`src/logic/wdt_pkg.sv`:
```
// Shared constants, field layouts and carrier types of the watchdog block
package wdt_pkg;

  // ----------------------------------------------------------------
  // Timing
  // ----------------------------------------------------------------
  localparam int CLK_PERIOD_NS   = 8;
  localparam int WDT_TICK_NS     = 1000;
  localparam int TICK_CYCLES     = WDT_TICK_NS / CLK_PERIOD_NS;
  localparam int TICK_CNT_W      = 7;
  localparam logic [TICK_CNT_W-1:0] TICK_LAST = TICK_CNT_W'(TICK_CYCLES - 1);
  localparam logic [1:0] SYNC_BUS_CYCLES = 2'h2;
  localparam logic [1:0] SYNC_WDT_TICKS  = 2'h2;

  // ----------------------------------------------------------------
  // Register map
  // ----------------------------------------------------------------
  localparam int ADDR_W = 8;
  localparam int DATA_W = 32;
  localparam logic [ADDR_W-1:0] CTRL_OFFSET   = 8'h00;
  localparam logic [ADDR_W-1:0] CLEAR_OFFSET  = 8'h04;
  localparam logic [ADDR_W-1:0] STATUS_OFFSET = 8'h08;
  localparam logic [ADDR_W-1:0] MASK_OFFSET   = 8'h0C;
  localparam logic [ADDR_W-1:0] COUNT_OFFSET  = 8'h10;

  // ----------------------------------------------------------------
  // Field positions
  // ----------------------------------------------------------------
  localparam int SEL_W          = 5;
  localparam int CTRL_EN_BIT    = 0;
  localparam int CTRL_MODE_BIT  = 1;
  localparam int CTRL_PSEL_LSB  = 2;
  localparam int CTRL_BAND_LSB  = 7;
  localparam int CLEAR_BIT      = 0;
  localparam int STATUS_W       = 5;
  localparam int ST_LATE_CLEAR  = 0;
  localparam int ST_TIMEOUT     = 1;
  localparam int ST_RESET       = 2;
  localparam int ST_EN_SYNCED   = 3;
  localparam int ST_EARLY_CLEAR = 4;

  // ----------------------------------------------------------------
  // Reset values
  // ----------------------------------------------------------------
  localparam logic [STATUS_W-1:0] STATUS_RST = 5'h00;
  localparam logic [STATUS_W-1:0] MASK_RST   = 5'h00;
  localparam logic [DATA_W-1:0]   COUNT_RST  = 32'h00000000;

  // ----------------------------------------------------------------
  // Types
  // ----------------------------------------------------------------
  typedef struct packed {
    logic [SEL_W-1:0] time_band_prescale_select;
    logic [SEL_W-1:0] timeout_prescale_select;
    logic             mode;
    logic             enable;
  } ctrl_fields_type;

  localparam ctrl_fields_type CTRL_RST = '{default: '0};

  typedef struct packed {
    logic              wr;
    logic              rd;
    logic [ADDR_W-1:0] addr;
    logic [DATA_W-1:0] wdata;
  } bus_req_type;

  typedef enum logic [0:0] {
    SYNC_IDLE = 1'b0,
    SYNC_BUSY = 1'b1
  } sync_state_type;

  // ----------------------------------------------------------------
  // Helpers
  // ----------------------------------------------------------------
  function automatic logic [DATA_W-1:0] low_mask(input logic [SEL_W-1:0] sel);
    low_mask = (32'h00000001 << sel) - 32'h00000001;
  endfunction : low_mask

  function automatic ctrl_fields_type ctrl_unpack(input logic [DATA_W-1:0] w);
    ctrl_unpack.enable                    = w[CTRL_EN_BIT];
    ctrl_unpack.mode                      = w[CTRL_MODE_BIT];
    ctrl_unpack.timeout_prescale_select   = w[CTRL_PSEL_LSB +: SEL_W];
    ctrl_unpack.time_band_prescale_select = w[CTRL_BAND_LSB +: SEL_W];
  endfunction : ctrl_unpack

  function automatic logic [DATA_W-1:0] ctrl_pack(input ctrl_fields_type f);
    ctrl_pack                         = '0;
    ctrl_pack[CTRL_EN_BIT]            = f.enable;
    ctrl_pack[CTRL_MODE_BIT]          = f.mode;
    ctrl_pack[CTRL_PSEL_LSB +: SEL_W] = f.timeout_prescale_select;
    ctrl_pack[CTRL_BAND_LSB +: SEL_W] = f.time_band_prescale_select;
  endfunction : ctrl_pack

endpackage : wdt_pkg

```
`src/logic/wdt_tick_div.sv`:
```
// Divider making the watchdog tick enable from the system clock
`timescale 1ns/100ps
module wdt_tick_div (
  // Clock and reset
  input  wire logic i_clock,
  input  wire logic i_rst_n,
  // Tick
  output logic      o_tick
);
  import wdt_pkg::*;

  typedef struct packed {
    logic [TICK_CNT_W-1:0] cnt;
    logic                  tick;
  } div_state_type;

  div_state_type st_reg;
  div_state_type st_next;

  // ----------------------------------------------------------------
  // Divider
  // ----------------------------------------------------------------
  always_comb begin
    st_next      = st_reg;
    st_next.tick = 1'b0;
    if (st_reg.cnt == TICK_LAST) begin
      st_next.cnt  = '0;
      st_next.tick = 1'b1;
    end else begin
      st_next.cnt = st_reg.cnt + TICK_CNT_W'(1);
    end
  end

  always_ff @(posedge i_clock) begin
    if (!i_rst_n) begin
      st_reg <= '0;
    end else begin
      st_reg <= st_next;
    end
  end

  assign o_tick = st_reg.tick;

endmodule : wdt_tick_div

```
`src/logic/wdt_ctrl_sync.sv`:
```
// Carries written control fields into the watchdog tick domain
`timescale 1ns/100ps
module wdt_ctrl_sync (
  // Clock and reset
  input  wire logic                     i_clock,
  input  wire logic                     i_rst_n,
  // Write side
  input  wire logic                     i_start,
  input  wdt_pkg::ctrl_fields_type      i_fields,
  input  wire logic                     i_tick,
  // Watchdog side
  output wdt_pkg::ctrl_fields_type      o_active,
  output logic                          o_busy,
  output logic                          o_en_done
);
  import wdt_pkg::*;

  typedef struct packed {
    sync_state_type  state;
    ctrl_fields_type pend;
    ctrl_fields_type active;
    logic [1:0]      bus_cnt;
    logic [1:0]      tick_cnt;
    logic            en_done;
  } sync_reg_type;

  localparam sync_reg_type SYNC_RST = '{
    state: SYNC_IDLE, pend: CTRL_RST, active: CTRL_RST,
    bus_cnt: 2'h0, tick_cnt: 2'h0, en_done: 1'b0};

  sync_reg_type st_reg;
  sync_reg_type st_next;

  // ----------------------------------------------------------------
  // Transfer sequence
  // ----------------------------------------------------------------
  always_comb begin
    st_next         = st_reg;
    st_next.en_done = 1'b0;
    unique case (st_reg.state)
      SYNC_IDLE: begin
        // write starts transfer
        if (i_start) begin
          st_next.pend     = i_fields;
          st_next.bus_cnt  = 2'h0;
          st_next.tick_cnt = 2'h0;
          st_next.state    = SYNC_BUSY;
        end
      end
      SYNC_BUSY: begin
        if (st_reg.bus_cnt != SYNC_BUS_CYCLES) begin
          st_next.bus_cnt = st_reg.bus_cnt + 2'h1;
        end
        if (i_tick && st_reg.tick_cnt != SYNC_WDT_TICKS) begin
          st_next.tick_cnt = st_reg.tick_cnt + 2'h1;
        end
        // apply after both waits
        if (st_reg.bus_cnt == SYNC_BUS_CYCLES && st_reg.tick_cnt == SYNC_WDT_TICKS) begin
          st_next.active  = st_reg.pend;
          // only enable reports done
          st_next.en_done = st_reg.pend.enable != st_reg.active.enable;
          st_next.state   = SYNC_IDLE;
        end
      end
    endcase
  end

  always_ff @(posedge i_clock) begin
    if (!i_rst_n) begin
      st_reg <= SYNC_RST;
    end else begin
      st_reg <= st_next;
    end
  end

  assign o_active  = st_reg.active;
  assign o_busy    = st_reg.state == SYNC_BUSY;
  assign o_en_done = st_reg.en_done;

endmodule : wdt_ctrl_sync

```
`src/logic/watchdog_ctrl_sync.sv`:
```
// Watchdog timer with synchronized control, clear checks and interrupt
//
// How it works
// A write to the timeout select, time band select, enable or mode field starts a transfer.
// Only the enable field shows that its transfer is done; the others show the written value.
// Software must not rewrite these fields during a transfer; such writes are dropped here.
// Software waits two bus cycles and two watchdog ticks before writing them again.
// The enable bit reads its old value until the transfer ends, so software can poll it.
// A clear in the second half of the timeout period raises the watchdog reset at once.
// Software programs twice the needed timeout and clears only in the first half.
// Without clears the reset comes exactly when the full timeout period has run out.
// The counter steps on each watchdog tick while enabled and returns to zero at period end; a valid clear restarts it at zero.
// The half of the period is the counter bit picked by the timeout select.
`timescale 1ns/100ps
module watchdog_ctrl_sync (
  // Clock and reset
  input  wire logic                     i_clock,
  input  wire logic                     i_rst_n,
  // Register port
  input  wdt_pkg::bus_req_type          i_bus,
  output logic [wdt_pkg::DATA_W-1:0]    o_rdata,
  // Watchdog outputs
  output logic                          o_wdt_reset,
  output logic                          o_irq
);
  import wdt_pkg::*;

  // ----------------------------------------------------------------
  // State
  // ----------------------------------------------------------------
  typedef struct packed {
    ctrl_fields_type     written;
    logic [STATUS_W-1:0] status;
    logic [STATUS_W-1:0] mask;
    logic [DATA_W-1:0]   count;
    logic [DATA_W-1:0]   rdata;
    logic                reset_req;
  } wdt_state_type;

  localparam wdt_state_type WDT_RST = '{
    written: CTRL_RST, status: STATUS_RST, mask: MASK_RST,
    count: COUNT_RST, rdata: '0, reset_req: 1'b0};

  wdt_state_type   st_reg;
  wdt_state_type   st_next;
  ctrl_fields_type active;
  ctrl_fields_type shown;
  logic            tick;
  logic            sync_busy;
  logic            en_done;
  logic            ctrl_wr;
  logic            sync_start;
  logic            clear_wr;
  logic            second_half;
  logic            too_early;
  logic            period_end;
  logic [DATA_W-1:0]   psel_mask;
  logic [DATA_W-1:0]   band_mask;
  logic [STATUS_W-1:0] events;
  logic [STATUS_W-1:0] w1c;

  // ----------------------------------------------------------------
  // Watchdog tick
  // ----------------------------------------------------------------
  wdt_tick_div u_tick_div (
    .i_clock (i_clock),
    .i_rst_n (i_rst_n),
    .o_tick  (tick)
  );

  // ----------------------------------------------------------------
  // Control transfer
  // ----------------------------------------------------------------
  assign ctrl_wr = i_bus.wr && i_bus.addr == CTRL_OFFSET;
  // drop writes during transfer
  assign sync_start = ctrl_wr && !sync_busy;

  wdt_ctrl_sync u_ctrl_sync (
    .i_clock   (i_clock),
    .i_rst_n   (i_rst_n),
    .i_start   (sync_start),
    .i_fields  (ctrl_unpack(i_bus.wdata)),
    .i_tick    (tick),
    .o_active  (active),
    .o_busy    (sync_busy),
    .o_en_done (en_done)
  );

  // ----------------------------------------------------------------
  // Period decode
  // ----------------------------------------------------------------
  assign psel_mask = low_mask(active.timeout_prescale_select);
  assign band_mask = low_mask(active.time_band_prescale_select);
  // half from selected bit
  assign second_half = st_reg.count[active.timeout_prescale_select];
  // full period reached
  assign period_end = second_half && (st_reg.count & psel_mask) == psel_mask;
  assign too_early = active.mode && st_reg.count < band_mask;

  assign clear_wr = i_bus.wr && i_bus.addr == CLEAR_OFFSET && i_bus.wdata[CLEAR_BIT];

  // ----------------------------------------------------------------
  // Events
  // ----------------------------------------------------------------
  always_comb begin
    events = '0;
    if (active.enable && clear_wr) begin
      // late clear resets at once
      if (second_half) begin
        events[ST_LATE_CLEAR] = 1'b1;
        events[ST_RESET]      = 1'b1;
      end else if (too_early) begin
        events[ST_EARLY_CLEAR] = 1'b1;
        events[ST_RESET]       = 1'b1;
      end
    end else if (active.enable && tick && period_end) begin
      events[ST_TIMEOUT] = 1'b1;
      events[ST_RESET]   = 1'b1;
    end
    // enable transfer done
    events[ST_EN_SYNCED] = en_done;
  end

  assign w1c = (i_bus.wr && i_bus.addr == STATUS_OFFSET) ? i_bus.wdata[STATUS_W-1:0] : '0;

  // ----------------------------------------------------------------
  // Read view of control
  // ----------------------------------------------------------------
  always_comb begin
    shown        = st_reg.written;
    // enable reads old value
    shown.enable = active.enable;
  end

  // ----------------------------------------------------------------
  // Next state
  // ----------------------------------------------------------------
  always_comb begin
    st_next = st_reg;

    // keep written fields
    if (sync_start) begin
      st_next.written = ctrl_unpack(i_bus.wdata);
    end
    if (i_bus.wr && i_bus.addr == MASK_OFFSET) begin
      st_next.mask = i_bus.wdata[STATUS_W-1:0];
    end

    // Set wins over clear
    st_next.status = (st_reg.status & ~w1c) | events;

    if (events[ST_RESET]) begin
      st_next.reset_req = 1'b1;
    end

    // count, restart on valid clear
    if (!active.enable) begin
      st_next.count = COUNT_RST;
    end else if (clear_wr) begin
      if (!events[ST_RESET]) begin
        st_next.count = COUNT_RST;
      end
    end else if (tick) begin
      if (period_end) begin
        st_next.count = COUNT_RST;
      end else begin
        st_next.count = st_reg.count + 32'h00000001;
      end
    end

    st_next.rdata = '0;
    if (i_bus.rd) begin
      unique case (i_bus.addr)
        CTRL_OFFSET:   st_next.rdata = ctrl_pack(shown);
        STATUS_OFFSET: st_next.rdata = {{(DATA_W-STATUS_W){1'b0}}, st_reg.status};
        MASK_OFFSET:   st_next.rdata = {{(DATA_W-STATUS_W){1'b0}}, st_reg.mask};
        COUNT_OFFSET:  st_next.rdata = st_reg.count;
        default:       st_next.rdata = '0;
      endcase
    end
  end

  always_ff @(posedge i_clock) begin
    if (!i_rst_n) begin
      st_reg <= WDT_RST;
    end else begin
      st_reg <= st_next;
    end
  end

  // ----------------------------------------------------------------
  // Outputs
  // ----------------------------------------------------------------
  assign o_rdata     = st_reg.rdata;
  // reset request held
  assign o_wdt_reset = st_reg.reset_req;
  assign o_irq       = |(st_reg.status & st_reg.mask);

endmodule : watchdog_ctrl_sync

```
`config.mk`:
```
export PLATFORM = sky130hd
export DESIGN_NAME = watchdog_ctrl_sync
export DESIGN_NICKNAME = d
export VERILOG_FILES = /design/src/logic/wdt_pkg.sv /design/src/logic/wdt_tick_div.sv /design/src/logic/wdt_ctrl_sync.sv /design/src/logic/watchdog_ctrl_sync.sv
export SDC_FILE = /design/constraint.sdc
export NUM_CORES = 1
export LEC_CHECK = 0
export BUFFER_PORTS_ARGS = -buffer_cell sky130_fd_sc_hd__buf_2
export CORE_ASPECT_RATIO = 0.75
export CORE_UTILIZATION = 54
export DETAILED_ROUTE_END_ITERATION = 7
export PLACE_DENSITY = 0.77
export SYNTH_ARGS = -nofsm -noshare
export SYNTH_HDL_FRONTEND = slang
export SYNTH_SLANG_ARGS = --single-unit
export TNS_END_PERCENT = 1
```
`constraint.sdc`:
```
create_clock -name i_clock -period 4.7 [get_ports i_clock]
set_input_delay 0.94 -clock i_clock [delete_from_list [all_inputs] [get_ports i_clock]]
set_output_delay 0.94 -clock i_clock [all_outputs]
set_load 0.01 [all_outputs]
```
== Word level (Yosys, flattened, before mapping) ==
Index checks and enable logic that the tools add are counted.

* Add/sub/neg operators: 6
* $lt $le $gt $ge: 2
* Equality and inequality tests: 15
* Shift operators: 2
* Multiplexer cells: 25
* Bitwise operators: 7
* Reductions and logical operators: 26

{| class="wikitable"
|+ Operators with widths
! operator !! count
|-
| 2-to-1 mux 32 bit || 4
|-
| case mux 32 bit (4 select lines) || 1
|-
| << shifter 1 x 5 -> 32 bit, first input constant || 2
|-
| subtractor 32 x 1 -> 32 bit, second input constant || 2
|-
| adder 32 x 1 -> 32 bit, second input constant || 1
|-
| bitwise AND 32 bit || 1
|-
| == test 32 bit || 1
|-
| < comparator 32 bit || 1
|-
| == test 8 x 4 -> 1 bit, second input constant || 2
|-
| AND reduction 2 bit || 7
|-
| logical AND 1 bit || 13
|-
| 2-to-1 mux 13 bit || 1
|-
| inequality test 2 bit, second input constant || 6
|-
| 2-to-1 mux 1 bit || 11
|-
| bitwise AND 5 bit || 2
|-
| == test 8 x 3 -> 1 bit, second input constant || 1
|-
| == test 8 x 5 -> 1 bit, second input constant || 1
|-
| zero test 8 bit || 1
|-
| case mux 4 bit (2 select lines) || 1
|-
| adder 7 x 1 -> 7 bit, second input constant || 1
|-
| == test 7 bit, second input constant || 1
|-
| < comparator 5 x 6 -> 1 bit, second input constant || 1
|-
| 2-to-1 mux 2 bit || 3
|-
| binary-select mux 1 bit (select 5 bit) || 1
|-
| other kinds (14) || 17
|}

* Register bits after elaboration: 124
* Input bits: 44
* Output and inout bits: 34
* Word-level logic and storage cells: 105

== Longest topological paths before layout ==
Gate-level depths: netlist of the first run.

* Word-level depth: 10
* Mapped depth: 21
* Depth with buffers taken out: 17

== Cells and area by module ==
A second synthesis of the first run with hierarchy kept.

* Cells, all modules: 1022
* Area, all modules: 7817.5 um2

{| class="wikitable"
|+ Modules (own cells, without submodules)
! module !! instances !! cells an instance !! area an instance (um2) !! sequential area each (um2)
|-
| watchdog_ctrl_sync || 1 || 834 || 6258.5 || 1721.7
|-
| wdt_ctrl_sync || 1 || 151 || 1231.2 || 600.6
|-
| wdt_tick_div || 1 || 37 || 327.8 || 160.2
|}

== Worst setup path before layout of the first run ==
OpenSTA, ideal clock, no wires.

* Kind: reg-to-reg
* From: register u_ctrl_sync.st_reg, in the netlist u_ctrl_sync.o_active[9]
* To: register st_reg[64] (netlist bit)
* Setup time: 86 ps
* Arrival: 4445 ps
* Data required time: 4614 ps
* Path slack: 170 ps
* Cell stages (with the launch flop): 20
* Path buffers: 3
* Clock period less this slack: 4530 ps
* Cells stage by stage: dfxtp_1 clkbuf_1 or2_2 clkbuf_1 or3_1 ha_1 clkbuf_1 or2_2 o21ai_0 a22o_1 a21oi_1 ha_1 nand3_1 or3_1 o2111ai_1 a211oi_1 a21oi_1 nand2_2 or4_1 a211oi_1

* Cells in the longest elaborated chain, start to end: 9

{| class="wikitable"
|+ Ends and longest elaborated chain
! what !! RTL line !! source
|-
| from (decl) || wdt_ctrl_sync.sv:31 || <nowiki>sync_reg_type st_reg;</nowiki>
|-
| from (signal assigned) || wdt_ctrl_sync.sv:72 || <nowiki>st_reg <= st_next;</nowiki>
|-
| << shifter 1 x 5 -> 32 bit || wdt_pkg.sv:77 || <nowiki>low_mask = (32'h00000001 << sel) - 32'h00000001;</nowiki>
|-
| subtractor 32 x 1 -> 32 bit || wdt_pkg.sv:77 ||
|-
| < comparator 32 bit || watchdog_ctrl_sync.sv:98 || <nowiki>assign too_early = active.mode && st_reg.count < band_mask;</nowiki>
|-
| logical AND 1 bit || watchdog_ctrl_sync.sv:98 ||
|-
| 2-to-1 mux 1 bit || watchdog_ctrl_sync.sv:112 || <nowiki>end else if (too_early) begin</nowiki>
|-
| 2-to-1 mux 1 bit || watchdog_ctrl_sync.sv:109 || <nowiki>if (second_half) begin</nowiki>
|-
| 2-to-1 mux 1 bit || watchdog_ctrl_sync.sv:107 || <nowiki>if (active.enable && clear_wr) begin</nowiki>
|-
| inequality test 2 bit (no source line) || -- ||
|-
| AND reduction 2 bit (no source line) || -- ||
|-
| to (signal assigned) || watchdog_ctrl_sync.sv:187 || <nowiki>st_reg <= st_next;</nowiki>
|-
| to (decl) || watchdog_ctrl_sync.sv:44 || <nowiki>wdt_state_type st_reg;</nowiki>
|}

Every way passes these cells.
A chain may end at the register's enable or synchronous reset.

== Worst setup path after layout of the first run ==
* From: register u_ctrl_sync.st_reg, in the netlist u_ctrl_sync.o_active[7]
* To: register st_reg[44] (netlist bit)

Same word-level chain as after synthesis.

==> results by group, run 1 <==
Outcome
  – Status: finished, final reports clean

Clock network
  – CTS buffer count: 17
  – Clock sink count: 113
  – Clk_lat worst skew: 0.42 ns
  – Clock tree from TritonCTS: yes
  – Register clock-pin slew on the reported worst setup and hold paths: 0.06 ns
  – CTS HTree Levels: 4
  – Hold-fix buffers at CTS: 0
  – Clk root buf: clkbuf_16
  – Post-CTS sizing: 0
  – Post-CTS setup buffers: 0
  – Clock Path Buffers: 2

Synthesis
  – Post-synth ARST share: 0
  – XOR/XNOR share of the synthesized area: 0.0131
  – Synth warnings: 0
  – Cell variety after synth: 64
  – Synth top area share: 0.308
  – Synth Instances: 963
  – Post-synthesis mux area share: 0.0575
  – Cell area after synthesis: 7350 sq um
  – Largest family of logic cells by synthesized area: simple AND/OR/NAND/NOR gates
  – Complex-gate fraction of the synthesized area: 0.199
  – Synth top area cells: dfxtp_1, ha_1, nand2_1
  – Post-synth EDFFs: 0
  – Ys flop type: dfxtp_1
  – Yosys reg bits: 113
  – Top cells by count, synth: nand2_1, dfxtp_1, a21oi_1
  – Sequential cell area fraction in the yosys report: 0.308
  – Synth area leader: dfxtp_1
  – Avg Cell Area, Syn: 7.63 sq um
  – Most common cell in the synthesized netlist: nand2_1
  – Syn Nets: 1045
  – Adder-Cell Fraction of Synth Area: 0.0647
  – Simple-Gate Fraction of Synth Area: 0.262

Worst setup path
  – Worst reg2reg startpoint: u_ctrl_sync.o_active[7]
  – WP data arrival: 4.75 ns
  – Reg-to-reg endpoint: st_reg[44]
  – R2R depth: 19
  – Worst R2R Setup Slack: 0.28 ns
  – Worst Setup End Kind: register
  – Crit Path Category: register to register
  – CP startpoint kind: register
  – Required @ worst endpoint: 5.03 ns
  – Worst-path fanout max: 19

STA
  – Hold Vio Cnt, Final: 0
  – Post-route clock period utilization: 0.940
  – RSZ-0062 raised after global routing: no
  – Setup TNS: 0 ns
  – Endpoints failing setup: 0
  – Period minus WS final: 4.42 ns
  – Max_slew headroom: 0.349
  – Max Slew Vio Count: 0
  – Worst-Margin Slew: 0.974 ns
  – Fin Hold WS: 0.448 ns
  – Fmax: 226 MHz
  – Worst clock skew: 0.00717 ns

Hold path
  – Hold depth: 2
  – Beginning of the worst hold path: u_ctrl_sync.o_en_done
  – Hold Crit Class: register to register
  – Hold worst-path end: st_reg[73]

Pwr
  – P_sw: 534 uW
  – Leak: 3.04 nW
  – Reg power frac: 0.430
  – Logic pwr share: 0.018
  – Switching Fraction: 0.239
  – VDD IR-drop max: 0.292 mV
  – Cell-internal power: 1.70 mW
  – Clock share of power: 0.552
  – Pwr per Cell Area: 276 nW/um^2

Floorplan
  – Top-Level Pins: 78
  – DIE AREA: 14100 sq um
  – Core area: 13200 sq um
  – Die height: 103 um
  – Num rows: 36
  – Starting Density: 0.559
  – Die width: 137 um

Routing
  – Via count: 7273
  – Total Wirelength: 21300 um
  – Initial drt markers: 901
  – 1st-pass router iterations: 7
  – Wirelength per Cell: 18.7 um
  – Vias/cell: 6.39
  – # DRC: 0
  – Post-DRT Antenna Nets: 0

Layout
  – Area delta synth->final: 10.2%
  – Largest register FFs: 42
  – Share of cells above drive strength 1: 0.152
  – ANT cells: 0
  – Layout Nets: 1037
  – Filler cells: 1138

Placed design
  – Dpl hpwl: 14500 um
  – Routability cong.: 0.936
  – Number of port buffers: 57

Job
  – Max cap viols: 0

GRT
  – Initial antenna violation count: 0
  – Remaining Overflow, GRT: 0
  – Gr usage total: 0.307
  – Vias in the first global route: 6153
  – Largest net degree at the start of global routing: 48
  – First-pass GRT wire length: 32900 um
layer usage:
layer  track usage  vias to the layer above  wire length [um]
met5             0                        -                 0
met4        0.0915                        0               325
met3        0.0846                       40              2570
met2         0.419                      422              8670
met1         0.459                     3376              9690
li1              -                     3435                 -
power groups by stage:
stage                     clock network, mW  registers [mW]  logic, mW
after floorplan                           0           0.983     0.0211
after CTS                              1.24           0.963     0.0392
after global placement                    0           0.983     0.0379
after detailed placement                  0           0.984     0.0386
after global routing                   1.29           0.963     0.0431
final                                  1.24           0.963     0.0395
critical path, cell delays in order (launching register included):
cell	delay (ns)
dfxtp_1	0.31
or2_2	0.37
or3_1	0.37
ha_1	0.19
buf_4	0.20
or3_1	0.33
o21ai_0	0.16
a22o_1	0.14
a21oi_1	0.10
ha_1	0.31
o21ai_0	0.15
o21ai_0	0.10
a221o_1	0.33
a211oi_1	0.23
a21oi_1	0.14
buf_4	0.18
a31oi_1	0.17
buf_4	0.27
a41oi_1	0.08
o22ai_1	0.20
stage by stage:
| stage | std cells | area (sq um) | setup slack (ns) | total power, mW | utilization |
|---|---|---|---|---|---|
| global route | 1139 | 8100 | 0.0152 | 2.29 | 0.616 |
| global placement | 1107 | 7530 | 0.440 | 1.02 | 0.573 |
| CTS | 1139 | 8090 | 0.353 | 2.24 | 0.615 |
| finish | 1139 | 8100 | 0.282 | 2.24 | 0.616 |
| floorplan | 963 | 7350 | 0.170 | 1.00 | - |
| detailed placement | 1107 | 7530 | 0.370 | 1.02 | 0.573 |
how the worst max path moves through the flow:
stage	endpoint	start	cells past startpoint	slack, ns
floorplan	st_reg[64]	u_ctrl_sync.o_active[9]	19	0.17
global placement	st_reg[60]	u_ctrl_sync.o_active[7]	19	0.44
detailed placement	st_reg[58]	u_ctrl_sync.o_active[7]	19	0.37
CTS	st_reg[58]	u_ctrl_sync.o_active[7]	19	0.35
global route	st_reg[39]	u_ctrl_sync.o_active[7]	19	0.02
finish	st_reg[44]	u_ctrl_sync.o_active[7]	19	0.28
cells in the final DEF, fill, tap and decap left out, drive strengths merged, types with 6 or more instances in the layout:
cell	Yosys	layout
nand2b	9	9
a22oi	11	11
mux2i	22	22
a31oi	14	14
a41oi	10	10
nor2	74	74
nand3	34	34
nand2	117	117
buf	48	90
clkbuf	69	17
or4	8	8
o2111ai	6	6
ha	38	38
nor4	12	12
o211ai	12	12
clkinv	0	7
nand4	22	22
o21ai	38	38
dfxtp	113	113
a32oi	9	9
or2	9	9
and2	23	23
xnor2	6	6
or3	10	10
o22ai	7	7
and3	14	14
a21oi	80	80
a211oi	9	9
nor3	36	36
inv	33	36
mux4	8	8
cell families after synthesis:
family	Yosys count
and+or+nand+nor	390
AOI/OAI and AO/OA	228
buffers and inverters	150
DFF	113
adders and majority gates	38
muxes	32
xor gates and xnor gates	11
other	1
layout make-up:
cell class / instances / area [sq um] / share of cell area
Multi-Input combinational cell: 700 / 4400 / 0.544
Sequential cell: 113 / 2260 / 0.279
Timing Repair Buffer: 90 / 533 / 0.0658
Clock buffer: 17 / 425 / 0.0525
Tap cell: 171 / 214 / 0.0264
Clock inverter: 15 / 136 / 0.0168
Inverter: 33 / 124 / 0.0153
Power figures use the tool's default switching activity.
==> run 2, diff against run 1 <==
- ABC_AREA: default -> 1
- CORE_UTILIZATION: 54 -> 55
- PLACE_DENSITY: 0.77 -> 0.78
==> run 2 against run 1 <==
Net effect: cell area rose by 11%; clock power rose by 3%; area after synthesis rose by 7.8%; sequential power barely moved; clock skew rose by 0.0054 ns; hold slack improved by 0.0083 ns; synthesized cell count rose by 26%; count of clock-buffer cells in the layout rose by 2; combinational power rose by 34%; critical path type unchanged; highest routed layer unchanged.
==> results by group, run 2 <==
Outcome
  – Status: finished, final reports clean

Layout
  – Area delta synth->final: 13.5%
  – Largest register FFs: 42
  – Commonest non-fill, non-tap cells in the layout: nand2_1, nor2_1, inv_1
  – Share of cells above drive strength 1: 0.162
  – Final core occ: 0.648
  – Commonest non-fill, non-tap cell in the layout: nand2_1
  – Layout Nets: 1329
  – ANT cells: 0
  – Final Non-Filler Cells: 1435

Worst setup path
  – Max incr delay on CP: 0.36 ns
  – Required @ worst endpoint: 5.01 ns
  – Worst Setup End Kind: register
  – CP startpoint kind: register
  – Crit Path Category: register to register
  – Critical path's most frequent cell: nand2_2
  – Crit path buf inv count: 5
  – Worst-path fanout max: 6
  – WP data arrival: 4.88 ns
  – Worst reg2reg startpoint: u_ctrl_sync.o_active[8]
  – CP top delay family: simple AND/OR/NAND/NOR gates
  – Crit path max-delay cell type: dfxtp_2
  – Worst R2R Setup Slack: 0.13 ns
  – CP startpoint: u_ctrl_sync.o_active[8]

Pwr
  – VDD IR-drop max: 0.248 mV
  – Leak: 3.98 nW
  – Pwr per Cell Area: 255 nW/um^2
  – Total Power: 2.30 mW

Synthesis
  – Cell variety after synth: 52
  – Synth warnings: 0
  – Avg Cell Area, Syn: 6.54 sq um
  – Sequential cell area fraction in the yosys report: 0.285
  – Cell area after synthesis: 7920 sq um
  – Top cells by count, synth: nand2_1, nor2_1, inv_1
  – Post-synth EDFFs: 0
  – Synth Instances: 1211
  – Ys flop type: dfxtp_1
  – Yosys reg bits: 113
  – Synth top area cells: dfxtp_1, nand2_1, nor2_1
  – Most common cell in the synthesized netlist: nand2_1
  – Syn Nets: 1293
  – Synth area leader: dfxtp_1
  – Synth top area share: 0.285
  – Post-synth ARST share: 0

Clock network
  – Clock sink count: 113
  – Clk_lat worst skew: 0.43 ns
  – Clk root buf: clkbuf_16
  – Register clock-pin slew on the reported worst setup and hold paths: 0.06 ns
  – Hold-fix buffers at CTS: 0
  – CTS buffer count: 17
  – Clock Path Buffers: 2
  – CTS HTree Levels: 4
  – Clock tree from TritonCTS: yes

Job
  – Max cap viols: 0

Routing
  – # DRC: 0
  – WL met2: 9850 um
  – Initial drt markers: 1196
  – Top routing layer used: met4
  – Vias/cell: 5.87
  – Post-DRT Antenna Nets: 0
  – Via count: 8418
  – Total Wirelength: 23500 um
  – Wirelength per Cell: 16.3 um
  – 1st-pass router iterations: 6
  – Met3 Wirelength: 2540 um
  – Met1 wire length: 10600 um

GRT
  – First-pass GRT wire length: 36800 um
  – Remaining Overflow, GRT: 0
  – Vias in the first global route: 7286
  – Gr usage total: 0.313
  – Initial antenna violation count: 0
  – Largest net degree at the start of global routing: 39

STA
  – Setup ws final: 0.130 ns
  – Fmax: 219 MHz
  – Max Slew Vio Count: 0
  – Worst clock skew: 0.0125 ns
  – Endpoints failing setup: 0
  – Hold Vio Cnt, Final: 0
  – Period minus WS final: 4.57 ns
  – Post-route clock period utilization: 0.972
  – Max_slew headroom: 0.323
  – Worst-Margin Slew: 1.01 ns
  – Fin Hold WS: 0.456 ns

Floorplan
  – Core area: 13900 sq um
  – Num rows: 37
  – Top-Level Pins: 78
  – DIE AREA: 14900 sq um
  – Die height: 106 um
  – Die width: 141 um
  – Starting Density: 0.571

Hold path
  – Beginning of the worst hold path: u_ctrl_sync.o_en_done
  – Hold Crit Class: register to register

Placed design
  – Number of port buffers: 57
  – DP Worst Slack: 0.0466 ns
  – Routability cong.: 1.00
  – DP Cell Count: 1390
  – Dpl hpwl: 16700 um
## run 2: layout make-up
type | instances | area [sq um]
clock buffers | 19 | 453
clock inverters | 13 | 125
fillers | 1258 | 4890
inverters | 137 | 522
multi-input cells | 889 | 4830
flip-flops and latches | 113 | 2270
well taps | 175 | 219
repair buffers | 89 | 581
## run 2: through the flow
stage                     area (sq um)  TNS, ns
after floorplan                   7920        0
after global placement            8130        0
after detailed placement          8130        0
after CTS                         8710        0
after global routing              9000    -1.97
final                             9000        0
## run 2: what timing repair did
action                                 4_1_cts  5_1_grt
resized for setup                            1       47
endpoints found under the hold margin        0        0
buffers inserted                             0       10
setup endpoints to repair                    7       34
pin swaps                                    0       19
cloned                                       0        3
## run 2: final timing paths
check / end / depth (start not counted)
worst max-delay path: st_reg[50] / 30
worst min-delay path: st_reg[73] / 2
worst max register to register: st_reg[50] / 30
worst min register to register: st_reg[73] / 2
## run 2: logic make-up after synthesis
family | count (synthesis) | share of synthesized area
compound gates | 178 | 0.123
xor+xnor | 21 | 0.0232
fa+ha+maj | 38 | 0.0600
buf+inv | 210 | 0.123
flops | 113 | 0.285
other cells | 1 | 0.000473
simple gates | 650 | 0.384
## run 2: power breakdown
part           switching (mW)  internal (mW)
registers             0.00353          0.962
clock network           0.515          0.762
logic                  0.0346         0.0185
total                   0.553           1.74
## run 2: tightest hold or removal path, cell delays in order, from the launching register on
cell     delay [ns]
dfxtp_1        0.30
inv_1          0.05
a21oi_1        0.06
## run 2: routing by layer
metal / global-route usage / up-vias
li1: - / 4113
met1: 0.440 / 3790
met2: 0.463 / 459
met3: 0.0865 / 56
met4: 0.0994 / 0
met5: 0 / -
